## config.mk

```make
export PLATFORM = sky130hd
export DESIGN_NAME = clock_synth_upper_config_regs
export DESIGN_NICKNAME = d
export VERILOG_FILES = /design/src/verilog/pin_sync3.v /design/src/verilog/clock_synth_upper_config_regs.v
export VERILOG_INCLUDE_DIRS = /design/src /design/src/verilog
export SDC_FILE = /design/constraint.sdc
export NUM_CORES = 1
export LEC_CHECK = 0
export ABC_AREA = 1
export ABC_CLOCK_PERIOD_IN_PS = 3900
export BUFFER_PORTS_ARGS = -buffer_cell sky130_fd_sc_hd__buf_2
export CORE_ASPECT_RATIO = 1.4
export CORE_UTILIZATION = 54
export CTS_CLUSTER_DIAMETER = 150
export CTS_CLUSTER_SIZE = 16
export DETAILED_ROUTE_END_ITERATION = 12
export PLACE_DENSITY = 0.76
export SYNTH_ARGS = -nofsm -noshare
export SYNTH_HDL_FRONTEND = slang
export SYNTH_HIERARCHICAL = 1
export SYNTH_SLANG_ARGS = --single-unit
```

## constraint.sdc

```tcl
create_clock -name clock -period 3.9 [get_ports clock]
set_clock_uncertainty 0.05 [all_clocks]
set_input_delay 0 -clock clock [delete_from_list [all_inputs] [get_ports clock]]
set_output_delay 0 -clock clock [all_outputs]
set_load 0.01 [all_outputs]
```

## src/verilog/clock_synth_upper_defs.vh

```
`ifndef CLOCK_SYNTH_UPPER_DEFS_VH
`define CLOCK_SYNTH_UPPER_DEFS_VH

// Register port widths
`define ADDR_W            8
`define DATA_W            8
`define IDX_W             4
`define NUM_BYTES         15

// Byte offsets of the upper control bank
`define OFS_IDENT         8'h07
`define OFS_VIDEO_EN      8'h08
`define OFS_STOP_DRIVE    8'h09
`define OFS_HOST_STOP     8'h0A
`define OFS_PROD_TEST_A   8'h0B
`define OFS_BLOCK_LEN     8'h0C
`define OFS_MFG_TEST      8'h0D
`define OFS_PROD_TEST_B   8'h0E
`define OFS_SPARE_15      8'h0F
`define OFS_SPARE_16      8'h10
`define OFS_PANEL_FREQ    8'h11
`define OFS_SPARE_18      8'h12
`define OFS_SPARE_19      8'h13
`define OFS_DRIVE         8'h14
`define OFS_PROD_TEST_C   8'h15

// Power-up values of the writable bits
`define RST_IDENT         8'h00
`define RST_VIDEO_EN      8'h03
`define RST_STOP_DRIVE    8'h25
`define RST_HOST_STOP     8'h03
`define RST_PROD_TEST_A   8'h01
`define RST_BLOCK_LEN     8'h0D
`define RST_SPARE_18      8'h06
`define RST_DRIVE         8'h6A
`define RST_ZERO          8'h00

// Writable bit masks; cleared bits are read-only
`define WM_IDENT          8'h00
`define WM_VIDEO_EN       8'h0F
`define WM_STOP_DRIVE     8'hBF
`define WM_HOST_STOP      8'h7F
`define WM_ALL            8'hFF

// Fixed read-only content
`define FIXED_VIDEO_EN    8'h10
`define FIXED_NONE        8'h00

// Field positions
`define BIT_VIDEO_EN      1
`define BIT_VIDEO_SPR_EN  0
`define BIT_BUS5_STOP     7
`define BIT_REF_DRIVE     5
`define BIT_TEST_REF_SEL  4
`define BIT_TEST_ENTRY    3
`define SWING_HI          2
`define SWING_LO          0
`define BIT_PANEL_STATUS  7
`define BIT_MGMT_STOP     1
`define BIT_HOST0_STOP    0
`define BLEN_HI           5
`define BLEN_LO           0
`define BIT_PANEL_96      2
`define BIT_DRV_48M       7
`define BIT_DRV_BUS5      4
`define BIT_DRV_BUS34     2
`define BIT_DRV_BUS02     0

`endif

```

## src/verilog/pin_sync3.v

```verilog
`timescale 1ns/1ps
`default_nettype none

// Three-stage pin synchroniser; the output moves only when stages two and three agree
module pin_sync3 #(
	parameter RESET_LEVEL = 1'b1
) (
	input  wire clock,
	input  wire reset_b,
	input  wire pin,
	output reg  level
);

	reg stage1;
	reg stage2;
	reg stage3;

	// Stage one feeds stage two only, to keep metastability contained
	always @(posedge clock or negedge reset_b) begin
		if (!reset_b) begin
			stage1 <= RESET_LEVEL;
			stage2 <= RESET_LEVEL;
			stage3 <= RESET_LEVEL;
			level  <= RESET_LEVEL;
		end else begin
			stage1 <= pin;
			stage2 <= stage1;
			stage3 <= stage2;
			if (stage2 == stage3) begin
				level <= stage3; // Filters a single-cycle glitch
			end
		end
	end

endmodule // pin_sync3

`default_nettype wire

```

## src/verilog/clock_synth_upper_config_regs.v

```verilog
// Added by the designer: strobed register access.
`timescale 1ns/1ps
`default_nettype none
`include "clock_synth_upper_defs.vh"

//Behaviour
//Each video clock output is gated by its own enable bit in byte 8, both enabled at reset.
//Byte 9 bit 7 set stops free bus clock 5 while the bus halt request pin is active.
//Byte 9 bit 5 picks single (0) or double (1) reference drive, resetting to double.
//Byte 9 bit 3 enters test clock mode, where bit 4 picks tristate (0) or reference (1).
//Byte 9 bits 2:0 set the differential swing from 0.3V to 1.0V, resetting to 101.
//Byte 10 bit 1 set stops the management host clock while core halt is asserted.
//Byte 10 bit 0 set stops host clock 0 while core halt is asserted.
//Byte 12 bits 5:0 give the block read byte count, resetting to 13.
//Software programs the byte count before block reads longer than thirteen bytes.
//Software always writes 1 to byte 11 bit 0, which resets to 1.
//Software writes 0 to the test bits in bytes 14, 17 and 21, which reset to 0.
//Byte 17 bit 2 selects a 100MHz (0) or 96MHz (1) panel clock.
//Byte 20 bit 7 selects normal or high drive for the 48MHz output.
//Byte 20 bits 4, 2 and 0 select high drive for bus clock groups 5, 3-4 and 0-2.
//Byte 7 returns fixed revision and vendor codes and ignores writes.
//Software preserves reserved bits on writes and ignores their read values.
module clock_synth_upper_config_regs #(
	parameter [3:0] REVISION_CODE = 4'h2, // Arbitrary value
	parameter [3:0] VENDOR_CODE   = 4'h9  // Arbitrary value
) (
	input  wire                 clock,
	input  wire                 rst_b,
	input  wire [`ADDR_W-1:0]   reg_addr,
	input  wire [`DATA_W-1:0]   reg_wdata,
	input  wire                 reg_write,
	input  wire                 reg_read,
	output reg  [`DATA_W-1:0]   reg_rdata,
	input  wire                 bus_halt_req_b,
	input  wire                 core_halt_req_b,
	input  wire                 panel_pin_function_select,
	output wire                 video_clock_en,
	output wire                 video_clock_spread_en,
	output reg                  free_bus_clock_5_run,
	output reg                  host_clock_mgmt_run,
	output reg                  host_clock_0_run,
	output wire                 ref_drive_double,
	output wire                 test_clock_mode,
	output wire                 test_ref_on_outputs,
	output reg                  test_outputs_tristate,
	output wire [2:0]           diff_swing_select,
	output wire [5:0]           block_read_count,
	output wire                 panel_clock_96,
	output wire                 drive_48m_high,
	output wire                 drive_free_bus5_high,
	output wire                 drive_bus34_high,
	output wire                 drive_bus02_high
);

	// Reset release
	reg                         reset_meta_b;
	reg                         reset_sync_b;

	// Synchronised pin levels
	wire                        bus_halt_level_b;
	wire                        core_halt_level_b;
	wire                        panel_select_level;

	// Register bank, one byte per slot from offset 7 upward
	wire [8*`NUM_BYTES-1:0]     bank;
	wire [`IDX_W-1:0]           access_idx;
	wire                        access_hit;
	reg  [`DATA_W-1:0]          read_value;

	// Named views of the bytes that steer outputs
	wire [`DATA_W-1:0]          video_byte;
	wire [`DATA_W-1:0]          stop_byte;
	wire [`DATA_W-1:0]          host_byte;
	wire [`DATA_W-1:0]          blen_byte;
	wire [`DATA_W-1:0]          panel_byte;
	wire [`DATA_W-1:0]          drive_byte;

	// Address to slot index, valid only inside the bank
	function [`IDX_W-1:0] slot_of;
		input [`ADDR_W-1:0] addr;
		reg   [`ADDR_W-1:0] diff;
		begin
			diff = addr - `OFS_IDENT;
			slot_of = diff[`IDX_W-1:0];
		end
	endfunction

	// Address falls inside the upper bank
	function in_bank;
		input [`ADDR_W-1:0] addr;
		begin
			in_bank = (addr >= `OFS_IDENT) && (addr <= `OFS_PROD_TEST_C);
		end
	endfunction

	// Slot index back to its byte offset
	function [`ADDR_W-1:0] offset_of;
		input integer idx;
		reg   [`ADDR_W-1:0] step;
		begin
			step = idx[`ADDR_W-1:0];
			offset_of = `OFS_IDENT + step;
		end
	endfunction

	// Power-up value of each slot
	function [`DATA_W-1:0] reset_of;
		input [`ADDR_W-1:0] ofs;
		begin
			case (ofs)
				`OFS_IDENT:       reset_of = `RST_IDENT;
				`OFS_VIDEO_EN:    reset_of = `RST_VIDEO_EN;
				`OFS_STOP_DRIVE:  reset_of = `RST_STOP_DRIVE;
				`OFS_HOST_STOP:   reset_of = `RST_HOST_STOP;
				`OFS_PROD_TEST_A: reset_of = `RST_PROD_TEST_A;
				`OFS_BLOCK_LEN:   reset_of = `RST_BLOCK_LEN;
				`OFS_SPARE_18:    reset_of = `RST_SPARE_18;
				`OFS_DRIVE:       reset_of = `RST_DRIVE;
				`OFS_MFG_TEST:    reset_of = `RST_ZERO;
				`OFS_PROD_TEST_B: reset_of = `RST_ZERO;
				`OFS_SPARE_15:    reset_of = `RST_ZERO;
				`OFS_SPARE_16:    reset_of = `RST_ZERO;
				`OFS_PANEL_FREQ:  reset_of = `RST_ZERO;
				`OFS_SPARE_19:    reset_of = `RST_ZERO;
				`OFS_PROD_TEST_C: reset_of = `RST_ZERO;
				default:          reset_of = `RST_ZERO;
			endcase
		end
	endfunction

	// Which bits of each slot software may change
	function [`DATA_W-1:0] wmask_of;
		input [`ADDR_W-1:0] ofs;
		begin
			case (ofs)
				`OFS_IDENT:      wmask_of = `WM_IDENT;
				`OFS_VIDEO_EN:   wmask_of = `WM_VIDEO_EN;
				`OFS_STOP_DRIVE: wmask_of = `WM_STOP_DRIVE;
				`OFS_HOST_STOP:  wmask_of = `WM_HOST_STOP;
				`OFS_PROD_TEST_A: wmask_of = `WM_ALL;
				`OFS_BLOCK_LEN:  wmask_of = `WM_ALL;
				`OFS_MFG_TEST:   wmask_of = `WM_ALL;
				`OFS_PROD_TEST_B: wmask_of = `WM_ALL;
				`OFS_SPARE_15:   wmask_of = `WM_ALL;
				`OFS_SPARE_16:   wmask_of = `WM_ALL;
				`OFS_PANEL_FREQ: wmask_of = `WM_ALL;
				`OFS_SPARE_18:   wmask_of = `WM_ALL;
				`OFS_SPARE_19:   wmask_of = `WM_ALL;
				`OFS_DRIVE:      wmask_of = `WM_ALL;
				`OFS_PROD_TEST_C: wmask_of = `WM_ALL;
				default:         wmask_of = `WM_ALL;
			endcase
		end
	endfunction

	// Fixed read-only bits that sit beside stored bits
	function [`DATA_W-1:0] fixed_of;
		input [`ADDR_W-1:0] ofs;
		begin
			case (ofs)
				`OFS_IDENT:    fixed_of = {REVISION_CODE, VENDOR_CODE};
				`OFS_VIDEO_EN: fixed_of = `FIXED_VIDEO_EN;
				`OFS_STOP_DRIVE: fixed_of = `FIXED_NONE;
				`OFS_HOST_STOP: fixed_of = `FIXED_NONE;
				`OFS_PROD_TEST_A: fixed_of = `FIXED_NONE;
				`OFS_BLOCK_LEN: fixed_of = `FIXED_NONE;
				`OFS_MFG_TEST: fixed_of = `FIXED_NONE;
				`OFS_PROD_TEST_B: fixed_of = `FIXED_NONE;
				`OFS_SPARE_15: fixed_of = `FIXED_NONE;
				`OFS_SPARE_16: fixed_of = `FIXED_NONE;
				`OFS_PANEL_FREQ: fixed_of = `FIXED_NONE;
				`OFS_SPARE_18: fixed_of = `FIXED_NONE;
				`OFS_SPARE_19: fixed_of = `FIXED_NONE;
				`OFS_DRIVE:    fixed_of = `FIXED_NONE;
				`OFS_PROD_TEST_C: fixed_of = `FIXED_NONE;
				default:       fixed_of = `FIXED_NONE;
			endcase
		end
	endfunction

	// Reset goes low at once but leaves only on a clock edge
	always @(posedge clock or negedge rst_b) begin
		if (!rst_b) begin
			reset_meta_b <= 1'b0;
		end else begin
			reset_meta_b <= 1'b1;
		end
	end

	// Second stage; only this copy reaches the rest of the block
	always @(posedge clock or negedge rst_b) begin
		if (!rst_b) begin
			reset_sync_b <= 1'b0;
		end else begin
			reset_sync_b <= reset_meta_b;
		end
	end

	// Halt pins idle high, so they reset to the inactive level
	pin_sync3 #(
		.RESET_LEVEL (1'b1)
	) u_bus_halt_sync (
		.clock   (clock),
		.reset_b (reset_sync_b),
		.pin     (bus_halt_req_b),
		.level   (bus_halt_level_b)
	);

	pin_sync3 #(
		.RESET_LEVEL (1'b1)
	) u_core_halt_sync (
		.clock   (clock),
		.reset_b (reset_sync_b),
		.pin     (core_halt_req_b),
		.level   (core_halt_level_b)
	);

	// Strap pin, only reported back through byte 10
	pin_sync3 #(
		.RESET_LEVEL (1'b0)
	) u_panel_sel_sync (
		.clock   (clock),
		.reset_b (reset_sync_b),
		.pin     (panel_pin_function_select),
		.level   (panel_select_level)
	);

	// Decode of the shared port address
	assign access_idx = slot_of(reg_addr);
	assign access_hit = in_bank(reg_addr);

	// One storage byte per slot; read-only bits never load, so they hold reset
	genvar g;
	generate
		for (g = 0; g < `NUM_BYTES; g = g + 1) begin : gen_slot
			localparam [`ADDR_W-1:0] OFS   = offset_of(g);
			localparam [`DATA_W-1:0] RST   = reset_of(OFS);
			localparam [`DATA_W-1:0] WMASK = wmask_of(OFS);
			localparam [`IDX_W-1:0]  IDX   = slot_of(OFS);
			// Storage byte for this slot
			reg [`DATA_W-1:0] value;
			always @(posedge clock or negedge reset_sync_b) begin
				if (!reset_sync_b) begin
					value <= RST;
				end else if (reg_write && access_hit && (access_idx == IDX)) begin
					value <= (reg_wdata & WMASK) | (value & ~WMASK);
				end
			end
			assign bank[8*g +: 8] = (value & WMASK) | fixed_of(OFS);
		end
	endgenerate

	// Read mux; byte 10 top bit carries the live strap level
	always @* begin
		read_value = `RST_ZERO;
		if (access_hit) begin
			read_value = bank[8*access_idx +: 8];
			if (reg_addr == `OFS_HOST_STOP) begin
				read_value[`BIT_PANEL_STATUS] = panel_select_level;
			end
		end
	end

	// Read data stand for exactly one cycle after the strobe
	always @(posedge clock or negedge reset_sync_b) begin
		if (!reset_sync_b) begin
			reg_rdata <= `RST_ZERO;
		end else if (reg_read) begin
			reg_rdata <= read_value;
		end else begin
			reg_rdata <= `RST_ZERO;
		end
	end

	assign video_byte = bank[8*(`OFS_VIDEO_EN - `OFS_IDENT) +: 8];
	assign stop_byte  = bank[8*(`OFS_STOP_DRIVE - `OFS_IDENT) +: 8];
	assign host_byte  = bank[8*(`OFS_HOST_STOP - `OFS_IDENT) +: 8];
	assign blen_byte  = bank[8*(`OFS_BLOCK_LEN - `OFS_IDENT) +: 8];
	assign panel_byte = bank[8*(`OFS_PANEL_FREQ - `OFS_IDENT) +: 8];
	assign drive_byte = bank[8*(`OFS_DRIVE - `OFS_IDENT) +: 8];

	// Video clock gating straight from the enable flops
	assign video_clock_en        = video_byte[`BIT_VIDEO_EN];
	assign video_clock_spread_en = video_byte[`BIT_VIDEO_SPR_EN];

	// Reference drive strength
	assign ref_drive_double    = stop_byte[`BIT_REF_DRIVE];

	// Reference on outputs only while test mode is entered
	assign test_clock_mode     = stop_byte[`BIT_TEST_ENTRY];
	assign test_ref_on_outputs = stop_byte[`BIT_TEST_ENTRY] & stop_byte[`BIT_TEST_REF_SEL];

	// Differential swing code, lowest level at all zeros
	assign diff_swing_select   = stop_byte[`SWING_HI:`SWING_LO];

	// Byte count handed to the serial block-read engine elsewhere
	assign block_read_count = blen_byte[`BLEN_HI:`BLEN_LO];

	// Panel frequency select
	assign panel_clock_96       = panel_byte[`BIT_PANEL_96];

	// 48MHz output drive
	assign drive_48m_high       = drive_byte[`BIT_DRV_48M];

	// Bus clock group drive strengths
	assign drive_free_bus5_high = drive_byte[`BIT_DRV_BUS5];
	assign drive_bus34_high     = drive_byte[`BIT_DRV_BUS34];
	assign drive_bus02_high     = drive_byte[`BIT_DRV_BUS02];

	// Stop gating is registered so a mask write and a pin edge meet cleanly;
	// the cost is one extra cycle of latency after the filtered pin level moves
	always @(posedge clock or negedge reset_sync_b) begin
		if (!reset_sync_b) begin
			free_bus_clock_5_run <= 1'b1;
		end else begin
			free_bus_clock_5_run <= ~(stop_byte[`BIT_BUS5_STOP] & ~bus_halt_level_b);
		end
	end

	// Management host clock stops only when masked and core halt is low
	always @(posedge clock or negedge reset_sync_b) begin
		if (!reset_sync_b) begin
			host_clock_mgmt_run <= 1'b1;
		end else begin
			host_clock_mgmt_run <= ~(host_byte[`BIT_MGMT_STOP] & ~core_halt_level_b);
		end
	end

	// Host clock 0 likewise, on its own mask bit
	always @(posedge clock or negedge reset_sync_b) begin
		if (!reset_sync_b) begin
			host_clock_0_run <= 1'b1;
		end else begin
			host_clock_0_run <= ~(host_byte[`BIT_HOST0_STOP] & ~core_halt_level_b);
		end
	end

	// Tristate flag one cycle behind the test-mode bits
	always @(posedge clock or negedge reset_sync_b) begin
		if (!reset_sync_b) begin
			test_outputs_tristate <= 1'b0;
		end else begin
			test_outputs_tristate <= stop_byte[`BIT_TEST_ENTRY] & ~stop_byte[`BIT_TEST_REF_SEL];
		end
	end

endmodule // clock_synth_upper_config_regs

`default_nettype wire

```

==> results of run 1 <==
## cell families (layout without fill, tap and decap cells)
group | count (synthesis) | after routing | synth area share
adder cells (fa/ha/maj) | 6 | 6 | 0.0120
buffers and inverters | 81 | 142 | 0.0602
AO/OA/AOI/OAI | 186 | 186 | 0.158
other | 1 | 1 | 0.000601
flip-flops | 132 | 132 | 0.535
AND/OR/NAND/NOR | 345 | 345 | 0.234
## per-stage QoR
| step | total power (W) | hold slack [ns] |
|---|---|---|
| after CTS | 0.00351 | 0.0897 |
| after floorplan | 0.00176 | -0.346 |
| after global placement | 0.00188 | -0.265 |
| after global routing | 0.00362 | 0.131 |
| after detailed placement | 0.00189 | -0.263 |
| final | 0.00351 | 0.100 |
## cell usage in the layout (no fill, tap or decap), types with 2 or more instances in the layout
cell and n:
a21oi_1 16, buf_2 53, buf_4 7, bufinv_16 3
clkbuf_1 2, clkbuf_16 17, clkinv_1 2, clkinv_2 3
clkinv_4 3, clkinvlp_4 2, dfrtp_1 103, dfstp_2 28
dlygate4sd3_1 16, ha_1 6, inv_1 27, inv_2 5
nand2_1 228, nand2_2 9, nand3_1 62, nand4_1 3
nor2_1 30, nor2_2 6, nor2_4 4, o21ai_0 121
o21ai_1 12, o22ai_1 33
## layer usage
layer | wire length [µm] | GRT usage
met1 | 7250 | 0.399
met2 | 9010 | 0.531
met3 | 1330 | 0.0669
met4 | 994 | 0.198
met5 | 0 | 0
## layout make-up
class	count	area, µm²
flip-flops and latches	132	3340
fillers	981	4020
multi-input cells	538	2530
inverters	34	128
repair buffers	76	478
clock inverters	12	155
well taps	144	180
clock buffers	20	447
## how the worst min path moves through the flow
stage	depth (start not counted)	end	slack (ns)
detailed placement	1	reset_meta_b$_DFF_PN0_	-0.26
global placement	1	reset_meta_b$_DFF_PN0_	-0.27
floorplan	0	reset_meta_b$_DFF_PN0_	-0.35
CTS	6	reg_rdata[2]$_DFF_PN0_	0.09
finish	6	reg_rdata[2]$_DFF_PN0_	0.10
global route	6	reg_rdata[2]$_DFF_PN0_	0.13
## synthesized netlist by cell type (3+ instances only)
library cell	n
ha_1	6
buf_4	13
buf_2	12
nor2_4	4
dfstp_2	28
nor2_1	30
nor2_2	6
nand3_1	62
a21oi_1	16
clkbuf_1	21
dfrtp_1	104
o21ai_1	12
nand4_1	3
o21ai_0	121
inv_2	5
inv_1	27
nand2_2	9
nand2_1	228
o22ai_1	33
## state kept, by name (all words and copies together) (netlist names), 8 cells and up
signal / cells
reg_rdata: 8
gen_slot.value: 90
drive_byte: 8
blen_byte: 8
## worst max-delay path, delay by kind of cell
family	cells	cell delay (ns)
fa+ha+maj	1	0.63
buf+inv	3	1.11
compound gates	2	0.55
simple gates	3	1.02
## power by group through the flow
| stage | Clock, W | Combinational [W] | Sequential (W) |
|---|---|---|---|
| floorplan | 0 | 0.000216 | 0.00154 |
| global placement | 0 | 0.000328 | 0.00155 |
| detailed placement | 0 | 0.000336 | 0.00155 |
| CTS | 0.00163 | 0.000349 | 0.00153 |
| global route | 0.00169 | 0.000390 | 0.00154 |
| finish | 0.00162 | 0.000355 | 0.00153 |
==> flow_metrics.py, run 1 <==
metrics = {
    "synth": {
        "synth-seq-cells": 132,
        "yosysTopAreaCell": "dfrtp_1",
        "syn_avg_cell_area_um2": 8.31,
        "synth_ff_type": "dfrtp_1",
        "synth_area_leaders": "dfrtp_1 (42%), nand2_1 (14%), dfstp_2 (12%)",
        "synth_top_area_share": 0.417,
        "ys.warnings.count": 6,
        "synth-seq-area-share": 0.535,
        "syn-num-nets": 780,
        "syn-cell-area_um2": 6240,
        "synth_edf_count": 0,
        "synthCells": 751,
        "async_flop_share": 1.00,
        "yosysUniqueCellTypes": 29,
    },
    "floorplan": {
        "die_h_um": 129,
        "row_count": 46,
        "initial_utilization": 0.553,
        "ios": 54,
        "core-area_um2": 11300,
        "die_area_um2": 12000,
        "die_w_um": 92.8,
    },
    "power": {
        "clockPowerShare": 0.462,
        "p_seq_frac": 0.436,
        "p_sw_frac": 0.260,
        "comb_power_share": 0.101,
        "p_switching_w": 0.000912,
        "vdd_drop_max_v": 0.000250,
        "p_int_w": 0.00259,
        "p_per_area_nw_per_um2": 483,
        "p_leak_nw": 3.77,
    },
    "route": {
        "first_pass_iters": 5,
        "drt_wl_total_um": 18600,
        "drtIter0Drc": 453,
        "postRouteAntennaNets": 0,
        "drc": 0,
        "vias": 5760,
        "drt-vias-per-instance": 6.03,
        "drt-wirelength-per-cell_um": 19.4,
    },
    "sta": {
        "max_slew_margin": 0.376,
        "worstMarginPinSlew_ns": 0.935,
        "clock.fmax_ghz": 0.328,
        "setup_viol": 0,
        "hold_violations": 0,
        "period_share": 0.782,
        "worst_slack_ns": 0.849,
        "period_needed_ns": 3.05,
        "tns_ns": 0,
        "rsz0062_at_grt": "no",
        "maxSlewViolCount": 0,
    },
    "cts": {
        "cts_hold_buffers": 16,
        "h-tree-depth": 4,
        "cts_tree": "built",
        "clk_latency_ns": 0.43,
        "cts_resized": 0,
        "cts_buffer_depth": 2,
        "cts_root_buf": "clkbuf_16",
        "post_cts_buffers": 0,
        "cts_buffers": 17,
        "path_clk_slew_ns": 0.05,
        "cts_sinks": 132,
    },
    "cells_and_area": {
        "drive_gt1_frac": 0.180,
        "fin_util": 0.644,
        "syn_to_final_growth_pct": 16.4,
        "n_antenna_cell": 0,
        "fin_area_um2": 7260,
        "stdcell_count": 956,
        "final_nets": 828,
    },
    "worst_setup_path": {
        "arrival_ns": 3.34,
        "rr_worst_depth": 6,
        "r2r_slack_ns": 1.89,
        "required_ns": 4.19,
        "crit_path_frequent_cell": "nand2_1",
        "slowest_delay_ns": 0.73,
        "rr_endpoint": "reg_rdata[7]$_DFF_PN0_",
        "cp-end-kind": "flop",
        "crit_chain": "buf_2 -> inv_2 -> ha_1 -> inv_1 -> nand2_1 -> o22ai_1 -> o21ai_0 -> nand2_1 -> nor2_1",
        "startpoint": "reg_addr[0]",
        "cp_slowest_cell": "nand2_1",
        "critPathLaunchType": "input pin",
        "crit_fanout": 34,
        "path_class": "in -> reg",
        "cp-endpoint": "reg_rdata[6]$_DFF_PN0_",
        "r2r_start": "u_panel_sel_sync/level$_DFFE_PN0N_",
    },
    "flow_run": {
        "cap_violations": 0,
    },
    "place": {
        "place_ws_ns": 0.559,
        "hpwl_um": 12000,
        "portBuffers": 53,
        "placed_area_um2": 6500,
        "gp_congestion": 0.940,
        "dp_cells": 908,
    },
    "status": {
        "outcome": "finished clean",
    },
    "grt": {
        "track_usage": 0.326,
        "antenna_found_initial": 0,
        "grt-ovfl-total": 0,
        "grt_first_pass_wirelength_um": 29200,
        "grt_max_degree": 71,
        "first_global_vias": 5517,
    },
    "worst_hold_path": {
        "worstHoldPathType": "in -> reg",
        "hold_path_startpoint": "reg_addr[4]",
    },
}
(Power assumes the default switching activity.)
==> run 2: changes to the inputs <==
- ABC_CLOCK_PERIOD_IN_PS: 3900 -> 2550
- clock period: 3.9 -> 2.55 ns (I/O delays scaled with it)
==> flow_metrics.py, run 2 (synthesis gave the netlist of run 1 again) <==
metrics = {
    "status": {
        "outcome": "finished clean",
    },
    "grt": {
        "grt_max_degree": 114,
        "antenna_found_initial": 0,
        "first_global_vias": 5459,
        "grt_first_pass_wirelength_um": 28600,
        "track_usage": 0.320,
        "grt-ovfl-total": 0,
    },
    "cells_and_area": {
        "syn_to_final_growth_pct": 17.8,
        "final_nets": 832,
        "stdcell_count": 960,
        "nFillCells": 926,
        "largest_reg_flops": 90,
        "n_antenna_cell": 0,
        "final_common_cell": "nand2_1",
        "fin_area_um2": 7350,
        "most-common-layout-cells": "nand2_1 (228), o21ai_0 (121), dfrtp_1 (103), nand3_1 (62), buf_2 (53)",
        "drive_gt1_frac": 0.183,
        "top_register": "gen_slot.value",
    },
    "sta": {
        "hold_violations": 0,
        "holdWs_ns": 0.0735,
        "maxSlewViolCount": 0,
        "clock.fmax_ghz": 0.481,
        "max_slew_margin": 0.578,
        "worst_slack_ns": 0.472,
        "setup_viol": 0,
        "worstMarginPinSlew_ns": 0.634,
        "tns_ns": 0,
        "period_share": 0.815,
        "rsz0062_at_grt": "no",
        "period_needed_ns": 2.08,
    },
    "worst_setup_path": {
        "r2r_start": "u_panel_sel_sync/level$_DFFE_PN0N_",
        "rr_endpoint": "reg_rdata[7]$_DFF_PN0_",
        "r2r_slack_ns": 0.56,
        "path_class": "in -> reg",
        "crit_path_frequent_cell": "dlygate4sd3_1",
        "cp-end-kind": "flop",
        "crit_chain": "buf_2 -> inv_2 -> ha_1 -> nand3_1 -> nor2_1 -> nand2_1 -> nand4_1 -> dlygate4sd3_1 -> a21oi_1 -> dlygate4sd3_1",
        "slowest_delay_ns": 0.55,
        "critPathLaunchType": "input pin",
        "crit_fanout": 11,
        "cp_slowest_cell": "dlygate4sd3_1",
        "required_ns": 2.80,
        "rr_worst_depth": 6,
        "arrival_ns": 2.33,
    },
    "place": {
        "hpwl_um": 12200,
        "portBuffers": 53,
        "dp_cells": 912,
        "placed_area_um2": 6570,
        "gp_congestion": 0.946,
        "place_ws_ns": 0.345,
    },
    "cts": {
        "cts_buffer_depth": 2,
        "clk_latency_ns": 0.42,
        "path_clk_slew_ns": 0.06,
        "cts_hold_buffers": 16,
        "cts_resized": 0,
        "cts_sinks": 132,
        "post_cts_buffers": 0,
        "h-tree-depth": 4,
        "cts_tree": "built",
        "cts_buffers": 17,
        "cts_root_buf": "clkbuf_16",
    },
    "floorplan": {
        "die_w_um": 92.8,
        "row_count": 46,
        "initial_utilization": 0.553,
        "ios": 54,
        "core-area_um2": 11300,
        "die_area_um2": 12000,
        "die_h_um": 129,
    },
    "route": {
        "drtIter0Drc": 563,
        "drt-vias-per-instance": 6.03,
        "drc": 0,
        "drt_wl_total_um": 18300,
        "postRouteAntennaNets": 0,
        "first_pass_iters": 5,
        "drt-wirelength-per-cell_um": 19.1,
        "vias": 5786,
    },
    "power": {
        "p_per_area_nw_per_um2": 742,
        "vdd_drop_max_v": 0.000326,
        "p_leak_nw": 3.80,
    },
    "worst_hold_path": {
        "hold_depth": 6,
        "hold_path_startpoint": "reg_addr[4]",
        "hold_end": "reg_rdata[1]$_DFF_PN0_",
        "worstHoldPathType": "in -> reg",
    },
    "flow_run": {
        "cap_violations": 0,
    },
}
run 2: changes by cell type in the layout (fill, tap and decap cells not counted), sizes merged:
cell / before / now
bufinv: 3 / 4
buf: 60 / 64
clkinv: 8 / 7
clkinvlp: 2 / 3
inv: 33 / 32
run 2: cell type report:
cell class	instances	area [µm²]	area share
flip-flops and latches	132	3340	0.455
multi-input cells	538	2530	0.345
repair buffers	80	546	0.0743
clock buffers	20	437	0.0594
clock inverters	12	183	0.0249
well taps	144	180	0.0245
inverters	34	128	0.0174
run 2: how the worst max path moves through the flow:
stage	from	to	slack [ns]	cells after the start
after detailed placement	reg_addr[0]	reg_rdata[2]$_DFF_PN0_	0.35	10
after CTS	reg_addr[0]	reg_rdata[7]$_DFF_PN0_	0.51	10
final	reg_addr[0]	reg_rdata[7]$_DFF_PN0_	0.47	10
after floorplan	reset_sync_b$_DFF_PN0_	blen_byte[1]$_DFFE_PN0P_	0.33	0
after global placement	reg_addr[0]	reg_rdata[1]$_DFF_PN0_	0.41	10
after global routing	reg_addr[0]	reg_rdata[7]$_DFF_PN0_	0.36	10
run 2: per-layer routing:
metal	wire, µm	track usage
met1	6930	0.379
met2	8800	0.511
met3	1420	0.0786
met4	1190	0.224
met5	0	0
run 2: worst max-delay path, delay by kind of cell:
family | cells | cell delay (ns)
buf+inv | 4 | 1.45
compound gates | 1 | 0.05
simple gates | 4 | 0.45
fa+ha+maj | 1 | 0.38
run 2: per-stage QoR:
| stage | utilization | power (W) |
|---|---|---|
| floorplan | - | 0.00268 |
| global placement | 0.582 | 0.00287 |
| detailed placement | 0.582 | 0.00289 |
| CTS | 0.651 | 0.00545 |
| global route | 0.651 | 0.00562 |
| finish | 0.651 | 0.00545 |
run 2: where the power goes:
group          internal [W]  switching (W)  leakage (nW)
Combinational      0.000179       0.000371          1.80
Sequential          0.00224       0.000101          1.71
Clock               0.00164       0.000921         0.290
==> run 3: changes to the inputs <==
- ABC_CLOCK_PERIOD_IN_PS: 2550 -> 1900
- clock period: 2.55 -> 1.9 ns (I/O delays scaled with it)
==> flow_metrics.py, run 3 (synthesis gave the netlist of run 1 again) <==
metrics = {
    "route": {
        "first_pass_iters": 5,
        "drtIter0Drc": 659,
        "drt_wl_total_um": 18900,
        "vias": 5847,
        "postRouteAntennaNets": 0,
        "drt-vias-per-instance": 5.97,
        "drc": 0,
        "drt-wirelength-per-cell_um": 19.3,
    },
    "grt": {
        "track_usage": 0.330,
        "grt_use_met2": 0.525,
        "use_met1": 0.405,
        "antenna_found_initial": 0,
        "grt-busiest-layer": "met2",
        "grt-ovfl-total": 0,
        "grt_max_degree": 61,
        "use_met3": 0.0734,
        "grt_first_pass_wirelength_um": 29500,
        "first_global_vias": 5507,
    },
    "floorplan": {
        "ios": 54,
        "die_h_um": 129,
        "initial_utilization": 0.553,
        "core-area_um2": 11300,
        "row_count": 46,
        "die_w_um": 92.8,
        "die_area_um2": 12000,
    },
    "worst_setup_path": {
        "cp-end-kind": "flop",
        "critPathLaunchType": "input pin",
        "required_ns": 2.20,
        "path_class": "in -> reg",
        "crit_fanout": 9,
        "arrival_ns": 2.03,
    },
    "cts": {
        "cts_buffer_depth": 2,
        "h-tree-depth": 4,
        "post_cts_buffers": 0,
        "cts_tree": "built",
        "cts_buffers": 17,
        "clk_latency_ns": 0.42,
        "cts_root_buf": "clkbuf_16",
        "cts_sinks": 132,
        "path_clk_slew_ns": 0.06,
    },
    "sta": {
        "maxSlewViolCount": 0,
        "worstMarginPinSlew_ns": 0.547,
        "setup_viol": 0,
        "clock.fmax_ghz": 0.578,
        "max_slew_margin": 0.634,
        "hold_violations": 0,
        "tns_ns": 0,
        "worst_slack_ns": 0.170,
        "period_needed_ns": 1.73,
        "period_share": 0.910,
        "rsz0062_at_grt": "no",
    },
    "cells_and_area": {
        "regArea_um2": 3340,
        "nFillCells": 895,
        "drive_gt1_frac": 0.199,
        "largest_reg_flops": 90,
        "most-common-layout-cells": "nand2_1 (227), o21ai_0 (121), dfrtp_1 (103), nand3_1 (62), buf_2 (53)",
        "final_nets": 851,
        "top_register": "gen_slot.value",
        "syn_to_final_growth_pct": 21.7,
        "final_common_cell": "nand2_1",
        "n_antenna_cell": 0,
        "multi_input_area_um2": 2540,
    },
    "worst_hold_path": {
        "worstHoldPathType": "in -> reg",
    },
    "place": {
        "place_ws_ns": -0.0551,
        "hpwl_um": 12400,
        "gp_congestion": 1.01,
        "portBuffers": 53,
    },
    "power": {
        "vdd_drop_max_v": 0.000586,
        "p_per_area_nw_per_um2": 969,
        "p_leak_nw": 3.93,
    },
    "flow_run": {
        "cap_violations": 0,
    },
    "status": {
        "outcome": "finished clean",
    },
}
## run 3: changes by cell type in the layout (fill, tap and decap cells not counted), sizes merged
cell         delta
buf            +14
inv             +1
clkbuf          +1
bufinv          -1
clkinvlp        -1
dlygate4sd3     +5
## run 3: path summary, 6_finish.rpt
path / start / cells after the start / endpoint / slack [ns]
setup / recovery: reg_addr[2] / 10 / gen_slot[12].value[6]$_DFFE_PN0P_ / 0.17
hold reg to reg: reset_sync_b$_DFF_PN0_ / 0 / gen_slot[8].value[5]$_DFFE_PN0P_ / 0.25
setup reg to reg: u_panel_sel_sync/level$_DFFE_PN0N_ / 5 / reg_rdata[7]$_DFF_PN0_ / 0.51
max in group asynchronous: reset_sync_b$_DFF_PN0_ / 1 / drive_byte[6]$_DFFE_PN1P_ / 0.90
hold / removal: reg_write / 5 / gen_slot[2].value[5]$_DFFE_PN1P_ / 0.16
min in group asynchronous: reset_sync_b$_DFF_PN0_ / 0 / gen_slot[8].value[5]$_DFFE_PN0P_ / 0.25
## run 3: final cells by class
| class | count | share of cell area |
|---|---|---|
| clock buffers | 21 | 0.0620 |
| clock inverters | 11 | 0.0198 |
| inverters | 34 | 0.0168 |
| multi-input cells | 538 | 0.335 |
| flip-flops and latches | 132 | 0.440 |
| well taps | 144 | 0.0237 |
| repair buffers | 99 | 0.102 |
## run 3: per-stage QoR
step | std cells | hold WS, ns | utilization | total power, W | cell area, µm²
final | 979 | 0.155 | 0.673 | 0.00735 | 7590
after floorplan | 751 | -0.346 | - | 0.00360 | 6240
after global placement | 926 | -0.265 | 0.598 | 0.00391 | 6750
after detailed placement | 926 | -0.262 | 0.598 | 0.00393 | 6750
after CTS | 979 | 0.145 | 0.672 | 0.00735 | 7580
after global routing | 979 | 0.173 | 0.673 | 0.00761 | 7590
## run 3: layer usage
| layer | part of all wire | routed length, µm |
|---|---|---|
| met1 | 0.37 | 7070 |
| met2 | 0.47 | 8890 |
| met3 | 0.085 | 1600 |
| met4 | 0.070 | 1320 |
| met5 | 0 | 0 |
## run 3: critical path, cell delays in order
cell and delay, ns:
dlygate4sd3_1 0.53, buf_2 0.16, nand3_1 0.11, nand2_1 0.07, nand2_1 0.09, nor2_1 0.32, nand2_1 0.32, nor2_4 0.27
nand2_1 0.08, nand2_1 0.09
## run 3: report_power, final
group | switching [W] | total (W) | internal, W | leakage [nW]
clock network | 0.00123 | 0.00340 | 0.00217 | 0.300
logic | 0.000523 | 0.000815 | 0.000292 | 1.92
registers | 0.000132 | 0.00314 | 0.00301 | 1.71
## run 3: what timing repair did
action / CTS / global route
resized for setup: 0 / 3
hold endpoints to repair: 109 / 0
setup endpoints to repair: 0 / 9
hold buffers: 21 / 0
